### src/terg_pkg.sv
// Constants, types and layouts of the timer event request gating block
// Notes on behaviour
// (RQ1) Bit 14 enables trigger DMA requests
// (RQ2) Bit 13 enables commutation DMA requests
// (RQ3) Bits 12..9 enable channel 4..1 DMA requests
// (RQ4) Bit 8 enables update DMA requests
// (RQ5) Bit 7 enables brake interrupt
// (RQ6) Bit 6 enables trigger interrupt
// (RQ7) Bit 5 enables commutation interrupt
// (RQ8) Bits 4..1 enable channel 4..1 interrupts
// (RQ9) Bit 0 enables update interrupt
// (RQ10) Channel 1 over-capture flag: input recapture, write-0 clears
// (RQ11) Channels 4..2 over-capture flags, bits 12..10, reset 0
// (RQ12) Brake flag set by valid brake input
// (RQ13) Trigger flag: valid edge, either edge when gated
// (RQ14) Commutation flag set on commutation event
// (RQ15) Capture flag set; cleared by write or read
// (RQ16) Interrupt when flag and enable; DMA gated
// (RQ17) Write 1 keeps flag; reserved zero; enables reset
package terg_pkg;

  // Register bus widths and byte offsets
  localparam int unsigned TERG_AW        = 8;
  localparam int unsigned TERG_DW        = 16;
  localparam logic [7:0]  TERG_OFS_EN    = 8'h0C;
  localparam logic [7:0]  TERG_OFS_STAT  = 8'h10;

  // Number of compare/capture channels
  localparam int unsigned TERG_NUM_CH    = 4;

  // Enable register field positions
  localparam int unsigned TERG_EN_UPD_IRQ  = 0;
  localparam int unsigned TERG_EN_CH_IRQ   = 1;
  localparam int unsigned TERG_EN_COM_IRQ  = 5;
  localparam int unsigned TERG_EN_TRG_IRQ  = 6;
  localparam int unsigned TERG_EN_BRK_IRQ  = 7;
  localparam int unsigned TERG_EN_UPD_DMA  = 8;
  localparam int unsigned TERG_EN_CH_DMA   = 9;
  localparam int unsigned TERG_EN_COM_DMA  = 13;
  localparam int unsigned TERG_EN_TRG_DMA  = 14;

  // Status register field positions
  localparam int unsigned TERG_ST_UPD      = 0;
  localparam int unsigned TERG_ST_CH       = 1;
  localparam int unsigned TERG_ST_COM      = 5;
  localparam int unsigned TERG_ST_TRG      = 6;
  localparam int unsigned TERG_ST_BRK      = 7;
  localparam int unsigned TERG_ST_OVC      = 9;

  // Implemented bits and values after reset
  localparam logic [15:0] TERG_EN_MASK     = 16'h7FFF;
  localparam logic [15:0] TERG_STAT_MASK   = 16'h1EFF;
  localparam logic [15:0] TERG_EN_RST      = 16'h0000;
  localparam logic [7:0]  TERG_FLAG_RST    = 8'h00;
  localparam logic [3:0]  TERG_OVC_RST     = 4'h0;

  // Slave mode codes of the counter controller
  typedef enum logic [2:0] {
    TERG_SM_OFF     = 3'b000,
    TERG_SM_ENC1    = 3'b001,
    TERG_SM_ENC2    = 3'b010,
    TERG_SM_ENC3    = 3'b011,
    TERG_SM_RESET   = 3'b100,
    TERG_SM_GATED   = 3'b101,
    TERG_SM_TRIGGER = 3'b110,
    TERG_SM_EXTCLK  = 3'b111
  } terg_slave_mode_t;

  // Register port request
  typedef struct packed {
    logic [TERG_AW-1:0] addr;
    logic [TERG_DW-1:0] wdata;
    logic               wr;
    logic               rd;
  } terg_bus_req_t;

  // One bit per timer event except brake; also carries DMA requests
  typedef struct packed {
    logic       trig;
    logic       commut;
    logic [3:0] ch;
    logic       update;
  } terg_event_t;

endpackage

### src/terg_rst_sync.sv
// Reset release synchroniser of the event request gating block
`timescale 1ns/10ps
module terg_rst_sync (
  // Clock and raw reset
  input  wire logic clk_i,
  input  wire logic rstn_i,
  // Synchronised reset
  output logic      rst_n_o
);

  typedef struct packed {
    logic meta;
    logic held;
  } terg_sync_state_t;

  terg_sync_state_t st;
  terg_sync_state_t next_st;

  always_comb begin
    next_st      = st;
    next_st.meta = 1'b1;
    next_st.held = st.meta;
  end

  always_ff @(posedge clk_i or negedge rstn_i) begin
    if (!rstn_i) begin
      st <= '0;
    end else begin
      st <= next_st;
    end
  end

  assign rst_n_o = st.held;

endmodule

### src/terg_gating.sv
// Event flags, interrupt and DMA request gating of an advanced timer
//
// The address-and-strobe port was chosen for this implementation.
`timescale 1ns/10ps
module terg_gating
  import terg_pkg::*;
#(
  parameter int unsigned AW = terg_pkg::TERG_AW
) (
  // Clock and reset
  input  wire logic                      clk_i,
  input  wire logic                      rstn_i,
  // Register port
  input  wire terg_pkg::terg_bus_req_t   bus_i,
  output logic [terg_pkg::TERG_DW-1:0]   rdata_o,
  // Event sources
  input  wire terg_pkg::terg_event_t     evt_i,
  input  wire logic [3:0]                ch_input_mode_i,
  input  wire logic [3:0]                cap_read_i,
  input  wire logic                      trigger_input_i,
  input  wire terg_pkg::terg_slave_mode_t slave_mode_i,
  input  wire logic                      brake_valid_i,
  // Requests
  output logic                           irq_o,
  output terg_pkg::terg_event_t          dma_req_o
);

  import terg_pkg::*;

  if (AW < 5 || AW > TERG_AW) begin : g_bad_aw
    $error("terg_gating: AW must lie between 5 and 8");
  end

  typedef struct packed {
    logic [15:0]  enable;
    logic [7:0]   flag;
    logic [3:0]   ovc;
    logic         trig_prev;
    logic [15:0]  rdata;
    terg_event_t  dma;
    logic         irq;
  } terg_state_t;

  terg_state_t st;
  terg_state_t next_st;
  logic        rst_n;

  // Sticky flag update: a set in the same cycle beats the clear
  function automatic logic [7:0] sticky8(
    input logic [7:0] cur,
    input logic [7:0] set,
    input logic [7:0] clr
  );
    sticky8 = (cur & ~clr) | set;
  endfunction

  function automatic logic [3:0] sticky4(
    input logic [3:0] cur,
    input logic [3:0] set,
    input logic [3:0] clr
  );
    sticky4 = (cur & ~clr) | set;
  endfunction

  // Address compare on the implemented address bits
  function automatic logic hit(
    input logic [AW-1:0] addr,
    input logic [7:0]    ofs
  );
    hit = (addr == ofs[AW-1:0]);
  endfunction

  // Status register image as software sees it
  function automatic logic [15:0] status_image(
    input logic [7:0] flag,
    input logic [3:0] ovc
  );
    logic [15:0] img;
    img = 16'h0000;
    img[TERG_ST_BRK:TERG_ST_UPD] = flag;
    img[TERG_ST_OVC +: 4] = ovc;
    status_image = img & TERG_STAT_MASK;
  endfunction

  terg_rst_sync u_rst_sync (
    .clk_i   (clk_i),
    .rstn_i  (rstn_i),
    .rst_n_o (rst_n)
  );

  // Decoded bus accesses
  logic [AW-1:0] addr;
  logic          wr_en;
  logic          wr_stat;
  logic          rd_en;
  logic          rd_stat;

  assign addr    = bus_i.addr[AW-1:0];
  assign wr_en   = bus_i.wr && hit(addr, TERG_OFS_EN);
  assign wr_stat = bus_i.wr && hit(addr, TERG_OFS_STAT);
  assign rd_en   = bus_i.rd && hit(addr, TERG_OFS_EN);
  assign rd_stat = bus_i.rd && hit(addr, TERG_OFS_STAT);

  // Event detection
  logic       trig_edge;
  logic       trig_rise;
  logic       trig_any;
  logic [3:0] cap_evt;
  logic [3:0] ch_flag;
  logic [3:0] ovc_set;
  logic [3:0] cap_clr;
  terg_event_t evt_now;

  assign trig_rise = trigger_input_i & ~st.trig_prev;
  assign trig_any  = trigger_input_i ^ st.trig_prev;
  assign trig_edge = (slave_mode_i == TERG_SM_GATED) ? trig_any
                                                     : trig_rise; // [RQ13]

  assign ch_flag = st.flag[TERG_ST_CH +: 4];
  assign cap_evt = evt_i.ch & ch_input_mode_i;
  assign ovc_set = cap_evt & ch_flag;                 // [RQ10] [RQ11]
  assign cap_clr = cap_read_i & ch_input_mode_i;      // [RQ15]

  always_comb begin
    evt_now        = evt_i;
    evt_now.trig   = trig_edge;
  end

  // Flag sources and clears
  logic [7:0] flag_set;
  logic [7:0] flag_clr;
  logic [3:0] ovc_clr;

  always_comb begin
    flag_set = 8'h00;
    flag_set[TERG_ST_UPD]      = evt_now.update;
    flag_set[TERG_ST_CH +: 4]  = evt_now.ch;          // [RQ15]
    flag_set[TERG_ST_COM]      = evt_now.commut;      // [RQ14]
    flag_set[TERG_ST_TRG]      = evt_now.trig;        // [RQ13]
    flag_set[TERG_ST_BRK]      = brake_valid_i;       // [RQ12]

    flag_clr = 8'h00;
    if (wr_stat) begin
      // Zero clears, one leaves the flag alone
      flag_clr = ~bus_i.wdata[TERG_ST_BRK:TERG_ST_UPD]; // [RQ17]
    end
    flag_clr[TERG_ST_CH +: 4] = flag_clr[TERG_ST_CH +: 4]
                                | cap_clr;            // [RQ15]

    ovc_clr = 4'h0;
    if (wr_stat) begin
      ovc_clr = ~bus_i.wdata[TERG_ST_OVC +: 4];       // [RQ10] [RQ11]
    end
  end

  // DMA request gating
  terg_event_t dma_en;

  always_comb begin
    dma_en        = '0;
    dma_en.update = st.enable[TERG_EN_UPD_DMA];      // [RQ4]
    dma_en.ch     = st.enable[TERG_EN_CH_DMA +: 4];  // [RQ3]
    dma_en.commut = st.enable[TERG_EN_COM_DMA];      // [RQ2]
    dma_en.trig   = st.enable[TERG_EN_TRG_DMA];      // [RQ1]
  end

  // Interrupt enables in status layout, no loop through next_st
  function automatic logic [7:0] irq_enables(
    input logic [15:0] en
  );
    logic [7:0] m;
    m = 8'h00;
    m[TERG_ST_UPD]     = en[TERG_EN_UPD_IRQ];         // [RQ9]
    m[TERG_ST_CH +: 4] = en[TERG_EN_CH_IRQ +: 4];     // [RQ8]
    m[TERG_ST_COM]     = en[TERG_EN_COM_IRQ];         // [RQ7]
    m[TERG_ST_TRG]     = en[TERG_EN_TRG_IRQ];         // [RQ6]
    m[TERG_ST_BRK]     = en[TERG_EN_BRK_IRQ];         // [RQ5]
    irq_enables = m;
  endfunction

  // Next state
  always_comb begin
    next_st = st;

    // Enable register, reserved bit stays zero
    if (wr_en) begin
      next_st.enable = bus_i.wdata & TERG_EN_MASK;   // [RQ17]
    end

    next_st.flag = sticky8(st.flag, flag_set, flag_clr);
    next_st.ovc  = sticky4(st.ovc, ovc_set, ovc_clr);
    next_st.trig_prev = trigger_input_i;

    // One-cycle DMA pulses for enabled events
    next_st.dma = evt_now & dma_en;                  // [RQ16]

    // Level interrupt aligned with the registered flags
    next_st.irq = |(next_st.flag
                    & irq_enables(next_st.enable));  // [RQ16]

    // Read data stand only in the cycle after the strobe
    next_st.rdata = 16'h0000;
    if (rd_en) begin
      next_st.rdata = st.enable & TERG_EN_MASK;
    end else if (rd_stat) begin
      next_st.rdata = status_image(st.flag, st.ovc); // [RQ17]
    end
  end

  always_ff @(posedge clk_i or negedge rst_n) begin
    if (!rst_n) begin
      st           <= '0;
      st.enable    <= TERG_EN_RST;                   // [RQ17]
      st.flag      <= TERG_FLAG_RST;
      st.ovc       <= TERG_OVC_RST;                  // [RQ11]
    end else begin
      st <= next_st;
    end
  end

  assign rdata_o   = st.rdata;
  assign irq_o     = st.irq;
  assign dma_req_o = st.dma;

endmodule

### config.mk
export PLATFORM = sky130hd
export DESIGN_NAME = terg_gating
export DESIGN_NICKNAME = d
export VERILOG_FILES = /design/src/terg_pkg.sv /design/src/terg_rst_sync.sv /design/src/terg_gating.sv
export SDC_FILE = /design/constraint.sdc
export NUM_CORES = 1
export LEC_CHECK = 0
export BUFFER_PORTS_ARGS = -buffer_cell sky130_fd_sc_hd__buf_2
export CORE_MARGIN = 2
export CORE_UTILIZATION = 27
export DETAILED_ROUTE_END_ITERATION = 7
export GPL_TIMING_DRIVEN = 0
export HOLD_SLACK_MARGIN = 0.05
export PLACE_DENSITY = 0.47
export SYNTH_ARGS = -nofsm -noshare
export SYNTH_HDL_FRONTEND = slang
export SYNTH_SLANG_ARGS = --single-unit
### constraint.sdc
create_clock -name clk_i -period 2.9 [get_ports clk_i]
set_input_delay 0.29 -clock clk_i [delete_from_list [all_inputs] [get_ports clk_i]]
set_output_delay 0.29 -clock clk_i [all_outputs]
set_load 0.005 [all_outputs]
Word-level counts from Yosys, hierarchy flattened
Index checks and enable logic that the tools add are counted.
Widths: inputs -> output; s select.

word-level totals
  word-level logic and storage cells = 44
  bits in writable memories = 0
  latch bits = 0
  bits in read-only memories = 0
  output and inout bits = 24
  register bits = 54
  input port bits = 48
  memories = 0

cells by class
  equality and inequality tests = 3
  reduce and logical (&&, ||, !) cells = 5
  muxes and demuxes = 6
  $add $sub $neg = 0
  $mul = 0
  order comparisons = 0
  bitwise gates (word level) = 17
  shift-type cells = 0
  div/mod/pow operators = 0

operators by type and width
  cell                number
  $and 4x4->4         4
  $and 8x8->8         2
  $mux 8              2
  $not 8->8           2
  $mux 15             1
  $mux 13             1
  $eq 8x4->1 const B  1
  $eq 8x5->1 const B  1
  $not 4->4           2
  $or 4x4->4          2
  $or 8x8->8          1
  $reduce_or 8->1     1
  $and 7x7->7         1
  $logic_and 1x1->1   4
  $mux 4              1
  $eq 3x3->1 const B  1
  $and 1x1->1         1
  $mux 1              1
  $not 1->1           1
  $xor 1x1->1         1

Longest topological paths before layout
Gate-level depths: netlist of the first run.

  depth after elaboration = 9
  depth in mapped cells = 7
  gate-level depth less buffers = 7

Cells and area by module
Synthesis of the first run repeated with hierarchy kept, for this count alone.

second synthesis, totals
  cells, all modules = 194
  area total of the unflattened synthesis = 2279.7 µm²

by module, submodules not included
  module         cells each  area each (µm²)  instances  sequential area each (µm²)
  terg_gating    191         2225.9           1          1276.2
  terg_rst_sync  3           53.8             1          50.0

Worst setup path before layout of the first run
Ideal clock, no wire load.

  path kind = input to register
  start point = in bus_i[23] (netlist bit)
  end point = reg st, in the netlist irq_o
  setup time = 0.135 ns
  cell stages on the path = 6
  data arrival time = 2.023 ns
  data required time = 2.765 ns
  buffers on the path = 1
  slack = 0.742 ns
  cell sequence = or4b_4 > or3_1 > buf_6 > mux2_4 > a222oi_1 > nand4_1

RTL lines
  what                  RTL line            RTL
  from (decl)           terg_gating.sv:14   input wire terg_pkg::terg_bus_req_t bus_i,
  to (signal assigned)  terg_gating.sv:217  st <= next_st;
  to (decl)             terg_gating.sv:44   terg_state_t st;

==> results of run 1 <==
## metal layers
metal / routed length [um] / GRT usage (%) / vias up
li1: - / - / 807
met1: 2390 / 15.3 / 777
met2: 2410 / 18.5 / 48
met3: 294 / 3.29 / 8
met4: 86 / 3.93 / 0
met5: 0 / 0 / -
## worst paths after layout
kind	endpoint	slack [ns]	cells after the start
worst max-delay path	irq_o$_DFF_PN0_	0.69	6
worst min-delay path	st[24]$_DFF_PN0_	0.10	1
worst max register to register	irq_o$_DFF_PN0_	1.38	6
worst min register to register	st[28]$_DFF_PN0_	0.23	0
max in group asynchronous	rdata_o[13]$_DFF_PN0_	2.14	1
min in group asynchronous	st[28]$_DFF_PN0_	0.23	0
## registers in the layout (all words and copies together) (netlist names)
register,cells
st,17
rdata_o,15
dma_en,7
dma_req_o,7
ch_flag,4
irq_o,1
u_rst_sync.next_st,1
u_rst_sync.rst_n_o,1
## report_power, final
group / switching [mW] / leakage [nW] / internal [mW]
registers: 0.0168 / 0.670 / 0.761
logic: 0.0517 / 0.754 / 0.0581
clock network: 0.227 / 0.0443 / 0.190
## worst reg2reg max path: cells and delay by family (launching register included)
kind            cells  cell delay [ns]
flops               1             0.37
simple gates        1             0.11
compound gates      2             0.44
fa+ha+maj           1             0.21
mux                 1             0.28
buf+inv             1             0.05
## cells in the final DEF, fill, tap and decap left out, drive strengths merged
master	instances
a222oi	1
nor3	5
nand2	9
a221o	1
mux2	15
a32oi	1
dfrtp	53
or4b	1
a21o	1
nand4	1
nor2	8
nor4	1
and2	11
clkbuf	12
nand3b	2
mux2i	1
o21ai	14
inv	3
conb	2
buf	93
ha	1
a21oi	10
a22o	12
nand3	4
or3	3
or2	1
dlygate4sd3	1
nand2b	3
or3b	1
## synthesized netlist by cell type
library cell / instances / area share (%)
conb_1: 2 / 0.33
buf_6: 1 / 0.49
or4b_4: 1 / 0.60
nand2_1: 9 / 1.5
and2_1: 11 / 3.0
a21oi_1: 10 / 2.2
a22o_1: 12 / 4.6
or3b_2: 1 / 0.38
nand4_1: 1 / 0.27
nor4_1: 1 / 0.27
clkbuf_1: 5 / 0.82
or2_2: 1 / 0.27
inv_1: 3 / 0.49
nand2b_1: 3 / 0.82
or3_1: 3 / 0.82
a221o_1: 1 / 0.44
nor2_1: 8 / 1.3
mux2_2: 13 / 6.4
mux2i_1: 1 / 0.44
a222oi_1: 1 / 0.44
dfrtp_1: 53 / 58
ha_1: 1 / 0.55
nor3_1: 5 / 1.1
nand3_1: 4 / 0.88
a32oi_1: 1 / 0.38
mux2_4: 2 / 1.3
nand3b_1: 2 / 0.66
o21ai_0: 14 / 3.1
a21o_1: 1 / 0.33
buf_4: 23 / 7.6
## logic make-up after synthesis
group,share of synthesized area (%)
mux,8.18
buf+inv,9.39
fa+ha+maj,0.549
other cells,0.329
compound gates,11.5
simple gates,11.9
flops,58.2
## stage by stage
step / total power [mW] / utilization (%) / cell area (um2)
after floorplan: 0.839 / - / 2280
after global placement: 0.900 / 33.5 / 2750
after detailed placement: 0.904 / 33.7 / 2770
after CTS: 1.33 / 34.9 / 2870
after global routing: 1.38 / 34.9 / 2870
final: 1.30 / 34.9 / 2870
## final cells by class
type	count	area (um2)
timing repair buffer	70	370
multi-input combinational	109	739
inverter	3	11.3
clock buffer	7	86.3
fill	844	5350
buffer	29	203
tap	105	131
sequential	53	1330
==> results.json, run 1 <==
{
  "cp_num_buf_inv": 1,
  "place_ws_ns": 0.354,
  "rsz0062_at_grt": "false",
  "tightest_slew_ns": 0.772,
  "h-tree-depth": 2,
  "relSlewSlack_pct": 48.1,
  "clk_pin_slew_ns": 0.09,
  "synth-seq-area-share_pct": 58.2,
  "diodes": 0,
  "ir_drop_mv": 0.158,
  "yosysWarnings": 0,
  "totalWireLength_mm": 5.18,
  "fin_setup_tns_ns": 0,
  "area.growth.synth_to_final_pct": 25.9,
  "grt_pass1_wl_mm": 7.89,
  "crit_family": "simple AND/OR/NAND/NOR gates",
  "cts-hold-fix-buffers": 1,
  "critical_path_required_ns": 3.07,
  "drt-pass1-iter-count": 4,
  "rows": 33,
  "gr-total-overflow": 0,
  "hpwlAfterDp_mm": 3.80,
  "grt_max_degree": 33,
  "maxCapViolCount": 0,
  "crit_path_end_kind": "flop",
  "cp-start-kind": "input pin",
  "hold_ws_ns": 0.104,
  "die_x_um": 95.9,
  "cp_cell_sequence": "buf_2 -> or3b_2 -> nor3_1 -> a21oi_1 -> a222oi_1 -> nand4_1",
  "num_io_pins": 72,
  "die_y_um": 95.9,
  "worst_slack_ns": 0.691,
  "leakagePower_nw": 1.47,
  "synth_nets": 243,
  "viasPerCell": 4.36,
  "coreArea_um2": 8220,
  "numClockSinks": 53,
  "cp_max_fo": 6,
  "layout.nets": 320,
  "finClkSkew_ns": 0.00462,
  "dp_cells": 368,
  "avgSynthCellArea_um2": 11.8,
  "setup_violations": 0,
  "cellPowerDensity_nw_per_um2": 455,
  "cts_root_buf": "clkbuf_8",
  "hold_viol": 0,
  "grt_pass1_vias": 1585,
  "grt_usage_pct": 11.6,
  "crit_start": "bus_i[21]",
  "cts_tree": "yes",
  "synthCells": 194,
  "antenna_found_initial": 0,
  "cp_slowest_cell": "nor3_1",
  "cts_setup_buffers": 0,
  "gp_congestion": 0.746,
  "fin_cells": 376,
  "min_from": "trigger_input_i",
  "synthesis.area_um2": 2280,
  "worstPathArrival_ns": 2.37,
  "dieArea_um2": 9190,
  "cts_buffers": 5,
  "synth_cell_types": 30,
  "cts.path.max_buffers": 2,
  "wl_per_cell_um": 13.8,
  "initial_utilization_pct": 27.7,
  "min_period_ns": 2.21,
  "min_path_type": "in -> reg",
  "initialDrtViolationCount": 21,
  "status": "finished clean",
  "cts-resized-gates": 0,
  "portBuffers": 68,
  "clock_latency_ns": 0.30,
  "layout-drive-gt1-share_pct": 43.5,
  "drc": 0,
  "synth-seq-cells": 53,
  "drv_slew": 0,
  "max_freq_ghz": 0.453,
  "dr_total_vias": 1640,
  "crit_type": "in -> reg",
  "detail-route-antenna-nets": 0,
  "critPathMaxStageDelay_ns": 0.66,
  "fin_crit_sh_pct": 76.2,
  "r2r_start": "st[24]$_DFF_PN0_"
}
Note: power is estimated with default switching activity, not from simulation.
==> inputs of run 2 (changes only) <==
--- a/config.mk
+++ b/config.mk
@@ -5,13 +5,14 @@
 export SDC_FILE = /design/constraint.sdc
 export NUM_CORES = 1
 export LEC_CHECK = 0
+export ABC_AREA = 1
 export BUFFER_PORTS_ARGS = -buffer_cell sky130_fd_sc_hd__buf_2
 export CORE_MARGIN = 2
 export CORE_UTILIZATION = 27
 export DETAILED_ROUTE_END_ITERATION = 7
 export GPL_TIMING_DRIVEN = 0
 export HOLD_SLACK_MARGIN = 0.05
-export PLACE_DENSITY = 0.47
+export PLACE_DENSITY = 0.46
 export SYNTH_ARGS = -nofsm -noshare
 export SYNTH_HDL_FRONTEND = slang
 export SYNTH_SLANG_ARGS = --single-unit
==> constraint.sdc (replaced) <==
create_clock -name clk_i -period 2.2 [get_ports clk_i]
set_input_delay 0.22 -clock clk_i [delete_from_list [all_inputs] [get_ports clk_i]]
set_output_delay 0.22 -clock clk_i [all_outputs]
set_load 0.005 [all_outputs]
==> run 2 against run 1 <==
Effect of this change:
- first-iteration DRC count grew to 3.5 times the previous value
- highest routed layer unchanged
- largest cell class unchanged
- via count is 11% higher
- non-clock buffer count shrank 1
- core utilization up 0.074 points
- critical endpoint unchanged
- largest power group unchanged
==> results.json, run 2 <==
{
  "hold_ws_ns": 0.114,
  "min_period_ns": 1.56,
  "most-common-layout-cells": "buf_2, nand2_1, dfrtp_1",
  "dieArea_um2": 9640,
  "cp_slowest_cell": "dlygate4sd3_1",
  "synth_most_common_cell": "nand2_1",
  "dr_total_vias": 1823,
  "cellPowerDensity_nw_per_um2": 658,
  "fin_crit_sh_pct": 70.8,
  "ir_drop_mv": 0.296,
  "r2r-end": "irq_o$_DFF_PN0_",
  "detail-route-antenna-nets": 0,
  "initialDrtViolationCount": 73,
  "dp_cells": 438,
  "synth_cell_types": 24,
  "h-tree-depth": 2,
  "regMostFlops": "st",
  "portBuffers": 66,
  "synth_nets": 312,
  "totalWireLength_mm": 5.45,
  "maxCapViolCount": 0,
  "p_total_mw": 2.00,
  "reg2reg_depth": 9,
  "cts_buffers": 5,
  "max_freq_ghz": 0.642,
  "place_ws_ns": 0.576,
  "clock_latency_ns": 0.31,
  "crit_family": "buffers and inverters",
  "synthFlopType": "dfrtp_1",
  "grt_pass1_vias": 1866,
  "synth_edf_count": 0,
  "fin_cells": 448,
  "rsz0062_at_grt": "false",
  "worstPathArrival_ns": 1.75,
  "crit_type": "in -> reg",
  "drv_slew": 0,
  "hold_viol": 0,
  "async_reset_ff_share_pct": 100,
  "drc": 0,
  "grt_max_degree": 40,
  "gp_congestion": 0.726,
  "viasPerCell": 4.07,
  "synth_top_area_cell": "dfrtp_1",
  "crit_start": "trigger_input_i",
  "cp_num_buf_inv": 2,
  "synth-seq-cells": 53,
  "area.growth.synth_to_final_pct": 26.7,
  "coreArea_um2": 8680,
  "setup_violations": 0,
  "synthCells": 263,
  "min_path_type": "in -> reg",
  "synthTopCellsByCount": "nand2_1, dfrtp_1, inv_1, nand3_1, buf_4",
  "num_io_pins": 72,
  "die_y_um": 98.2,
  "antenna_found_initial": 0,
  "cts_root_buf": "clkbuf_8",
  "wl_per_cell_um": 12.2,
  "crit_end": "irq_o$_DFF_PN0_",
  "diodes": 0,
  "drt-pass1-iter-count": 4,
  "grt_usage_pct": 12.0,
  "initial_utilization_pct": 27.6,
  "final_area_um2": 3040,
  "avgSynthCellArea_um2": 9.11,
  "hpwlAfterDp_mm": 3.99,
  "critical_path_required_ns": 2.40,
  "die_x_um": 98.2,
  "gr-total-overflow": 0,
  "place_area_um2": 2880,
  "numClockSinks": 53,
  "path_common_cell": "nand2_1",
  "clk_pin_slew_ns": 0.10,
  "status": "finished clean",
  "synthesis.area_um2": 2400,
  "rrSetupSlack_ns": 0.84,
  "cp_max_fo": 2,
  "leakagePower_nw": 1.70,
  "yosysWarnings": 0,
  "rows": 34,
  "largest_reg_flops": 17,
  "crit_path_end_kind": "flop",
  "critPathMaxStageDelay_ns": 0.52,
  "layout-drive-gt1-share_pct": 35.0,
  "layout.nets": 388,
  "finClkSkew_ns": 0.00820,
  "cp_cell_sequence": "dlygate4sd3_1 -> buf_2 -> ha_1 -> nor2_1 -> a21oi_1 -> nand2_1 -> nand2_1 -> nand2_1 -> nor2_1 -> nand2_1",
  "grt_pass1_wl_mm": 9.11,
  "final_common_cell": "buf_2",
  "synth-seq-area-share_pct": 55.4,
  "cts-resized-gates": 0,
  "worst_slack_ns": 0.643,
  "crit_cells": 10,
  "cts.path.max_buffers": 2,
  "r2r_start": "st[24]$_DFF_PN0_",
  "synth.area.top_cells": "dfrtp_1, nand2_1, buf_4",
  "synth_top_area_share_pct": 55.4,
  "cts_tree": "yes",
  "cp-start-kind": "input pin"
}
-- run 2: cell count changes after synthesis, moves of 5 or more --
cell      before  now
nand3_1        4   32
a22o_1        12    0
and2_1        11    0
mux2_2        13    0
a21oi_1       10    1
nand2_1        9   64
o21ai_1        0    6
nor3_1         5    0
inv_1          3   32
clkbuf_1       5    0
-- run 2: through the flow --
stage                     utilization (%)  TNS [ns]
final                                35.0         0
after global routing                 35.0         0
after CTS                            35.0         0
after detailed placement             33.2         0
after global placement               33.0     -5.17
after floorplan                         -         0
-- run 2: where the power goes --
part,internal [mW],switching [mW]
sequential,1.01,0.0210
combinational,0.0867,0.0977
clock,0.452,0.327
-- run 2: kinds of logic (layout without fill, tap and decap cells) --
group / count (synthesis) / in the layout / synth area share (%)
and+or+nand+nor: 117 / 117 / 23.1
buffers and inverters: 62 / 139 / 14.2
DFF: 53 / 53 / 55.4
AOI/OAI and AO/OA: 28 / 28 / 6.58
other: 2 / 2 / 0.313
adders and majority gates: 1 / 1 / 0.522
-- run 2: final cells by class --
class / count / area, um2
Fill cell: 960 / 5640
Sequential cell: 53 / 1330
Multi-Input combinational cell: 148 / 731
Timing Repair Buffer: 69 / 370
Buffer: 29 / 215
Tap cell: 108 / 135
Inverter: 33 / 124
Clock buffer: 5 / 68.8
Clock inverter: 3 / 65.1
-- run 2: repair_timing --
item / 4_1_cts / 5_1_grt
hold endpoints to repair: 3 / 0
setup buffers: 0 / 0
hold buffers: 2 / 0
-- run 2: routing by layer --
metal | vias to the layer above | track usage [%] | routed length, um
met4 | 0 | 2.53 | 58
met3 | 5 | 3.08 | 282
met2 | 50 | 19.4 | 2500
li1 | 950 | - | -
met5 | - | 0 | 0
met1 | 818 | 16.5 | 2610
-- run 2: worst min path at each step --
stage,endpoint,start,cells after the start
2_1_floorplan,u_rst_sync.next_st[0]$_DFF_PN0_,rstn_i,0
3_3_place_gp,u_rst_sync.next_st[0]$_DFF_PN0_,rstn_i,1
3_5_place_dp,u_rst_sync.next_st[0]$_DFF_PN0_,rstn_i,1
4_1_cts,dma_en[5]$_DFFE_PN0N_,bus_i[15],3
5_1_grt,dma_en[5]$_DFFE_PN0N_,bus_i[15],3
6_report,dma_en[5]$_DFFE_PN0N_,bus_i[15],3
-- run 2: worst reg2reg max path, stage by stage (launching register included) --
cell and delay (ns):
dfrtp_1 0.34, inv_1 0.04, ha_1 0.26, nor2_1 0.04
a21oi_1 0.19, nand2_1 0.11, nand2_1 0.07, nand2_1 0.06
nor2_1 0.08, nand2_1 0.06
==> inputs of run 3 (changes only) <==
==> constraint.sdc (replaced) <==
create_clock -name clk_i -period 1.6 [get_ports clk_i]
set_input_delay 0.16 -clock clk_i [delete_from_list [all_inputs] [get_ports clk_i]]
set_output_delay 0.16 -clock clk_i [all_outputs]
set_load 0.005 [all_outputs]
==> run 3 against run 2 <==
Effect of this change:
- cell count up 0.22%
- first-iteration DRC count up 1.4%
- worst setup slack worse by 0.47 ns
- routed wire length down 0.28%
- critical endpoint unchanged
- largest power group unchanged
==> results.json, run 3 (same netlist as run 2, synthesis figures left out) <==
{
  "fin_crit_sh_pct": 89.4,
  "layout.nets": 389,
  "r2r-end": "irq_o$_DFF_PN0_",
  "antenna_found_initial": 0,
  "power.switching_uw": 609,
  "cp_num_buf_inv": 2,
  "cts_root_buf": "clkbuf_8",
  "r2r_start": "st[24]$_DFF_PN0_",
  "worstPathArrival_ns": 1.63,
  "wl_per_cell_um": 12.1,
  "power.share.switching_pct": 22.2,
  "fin_util_pct": 35.1,
  "rsz0062_at_grt": "false",
  "grt_pass1_vias": 1866,
  "pwr-share-seq_pct": 51.8,
  "leakagePower_nw": 1.71,
  "detail-route-antenna-nets": 0,
  "cts_setup_buffers": 0,
  "crit_type": "in -> reg",
  "critPathMaxStageDelay_ns": 0.52,
  "rrSetupSlack_ns": 0.31,
  "combinationalPowerShare_pct": 9.3,
  "most-common-layout-cells": "buf_2, nand2_1, dfrtp_1",
  "viasPerCell": 4.10,
  "min_period_ns": 1.43,
  "totalWireLength_mm": 5.44,
  "maxCapViolCount": 0,
  "final_common_cell": "buf_2",
  "cp_max_fo": 2,
  "setup_violations": 0,
  "grt_max_degree": 40,
  "hpwlAfterDp_mm": 3.99,
  "cp_cell_sequence": "dlygate4sd3_1 -> buf_2 -> ha_1 -> nor2_1 -> a21oi_2 -> nand2_1 -> nand2_1 -> nand2_1 -> nor2_1 -> nand2_1",
  "min_from": "evt_i[5]",
  "hold_viol": 0,
  "cts_buffers": 5,
  "area.growth.synth_to_final_pct": 27.3,
  "drt-pass1-iter-count": 5,
  "h-tree-depth": 2,
  "dr_total_vias": 1843,
  "crit_cells": 10,
  "die_x_um": 98.2,
  "cts_tree": "yes",
  "die_y_um": 98.2,
  "dieArea_um2": 9640,
  "coreArea_um2": 8680,
  "status": "finished clean",
  "largest_reg_flops": 17,
  "diodes": 0,
  "numClockSinks": 53,
  "portBuffers": 66,
  "cellPowerDensity_nw_per_um2": 900,
  "hold_ws_ns": 0.0594,
  "hold_depth": 3,
  "gr-total-overflow": 0,
  "cp_slowest_cell": "dlygate4sd3_1",
  "grt_pass1_wl_mm": 9.11,
  "reg2reg_depth": 9,
  "ir_drop_mv": 0.405,
  "grt_usage_pct": 12.0,
  "cp-start-kind": "input pin",
  "clockPowerShare_pct": 38.9,
  "drv_slew": 0,
  "num_io_pins": 72,
  "min_path_type": "in -> reg",
  "internal-power_mw": 2.14,
  "crit_family": "buffers and inverters",
  "clk_pin_slew_ns": 0.10,
  "max_freq_ghz": 0.699,
  "clock_latency_ns": 0.30,
  "initial_utilization_pct": 27.6,
  "regMostFlops": "st",
  "cts.path.max_buffers": 2,
  "path_common_cell": "nand2_1",
  "layout-drive-gt1-share_pct": 35.2,
  "gp_congestion": 0.726,
  "hold_end": "dma_req_o[5]$_DFF_PN0_",
  "drc": 0,
  "crit_path_end_kind": "flop",
  "finClkSkew_ns": 0.00828,
  "critical_path_required_ns": 1.80,
  "initialDrtViolationCount": 74,
  "rows": 34
}
run 3: cell count changes in the layout (fill, tap and decap cells not counted), sizes merged:
cell | previous run | this run
dlygate4sd3 | 2 | 3
run 3: worst max-delay path by stage:
stage | startpoint | endpoint | slack (ns)
after floorplan | u_rst_sync.rst_n_o$_DFF_PN0_ | ch_flag[0]$_DFF_PN0_ | 0.02
after detailed placement | bus_i[19] | rdata_o[5]$_DFF_PN0_ | 0.04
final | trigger_input_i | irq_o$_DFF_PN0_ | 0.17
after CTS | trigger_input_i | irq_o$_DFF_PN0_ | 0.08
after global routing | trigger_input_i | irq_o$_DFF_PN0_ | 0.0003
after global placement | u_rst_sync.rst_n_o$_DFF_PN0_ | dma_req_o[5]$_DFF_PN0_ | -0.70
run 3: power groups by stage:
stage / registers [mW] / logic (mW) / clock network [mW]
CTS: 1.42 / 0.261 / 1.10
finish: 1.42 / 0.256 / 1.07
detailed placement: 1.45 / 0.257 / 0
floorplan: 1.46 / 0.124 / 0
global placement: 1.47 / 0.229 / 0
global route: 1.43 / 0.299 / 1.15
run 3: final cells by class:
class / count / area (um2)
clock buffer: 5 / 68.8
buffer: 29 / 215
multi-input combinational: 148 / 734
timing repair buffer: 70 / 380
fill: 957 / 5630
tap: 108 / 135
sequential: 53 / 1330
inverter: 33 / 124
clock inverter: 3 / 65.1
run 3: through the flow:
step                std cells  setup WS [ns]  power (mW)  cell area (um2)  setup TNS (ns)
global route              449       0.000279        2.88             3050               0
finish                    449          0.169        2.75             3050               0
detailed placement        438         0.0363        1.71             2880               0
global placement          437         -0.705        1.70             2860          -35.77
floorplan                 263         0.0154        1.58             2400               0
CTS                       448         0.0752        2.79             3040               0
run 3: routing by layer:
layer | up-vias | GRT usage [%] | wire, um
li1 | 954 | - | -
met1 | 817 | 16.5 | 2570
met2 | 64 | 19.4 | 2480
met3 | 8 | 3.08 | 323
met4 | 0 | 2.53 | 63
met5 | - | 0 | 0
run 3: repair_timing:
item | in CTS | in global routing
hold endpoints to repair | 3 | 1
hold buffers | 2 | 1
gates resized for setup | 0 | 1
endpoints found under the setup margin | 0 | 1
run 3: tightest hold or removal path: cells and delay by family:
kind                   cells  cell delay, ns
buffers and inverters      2            0.13
AND/OR/NAND/NOR            1            0.05
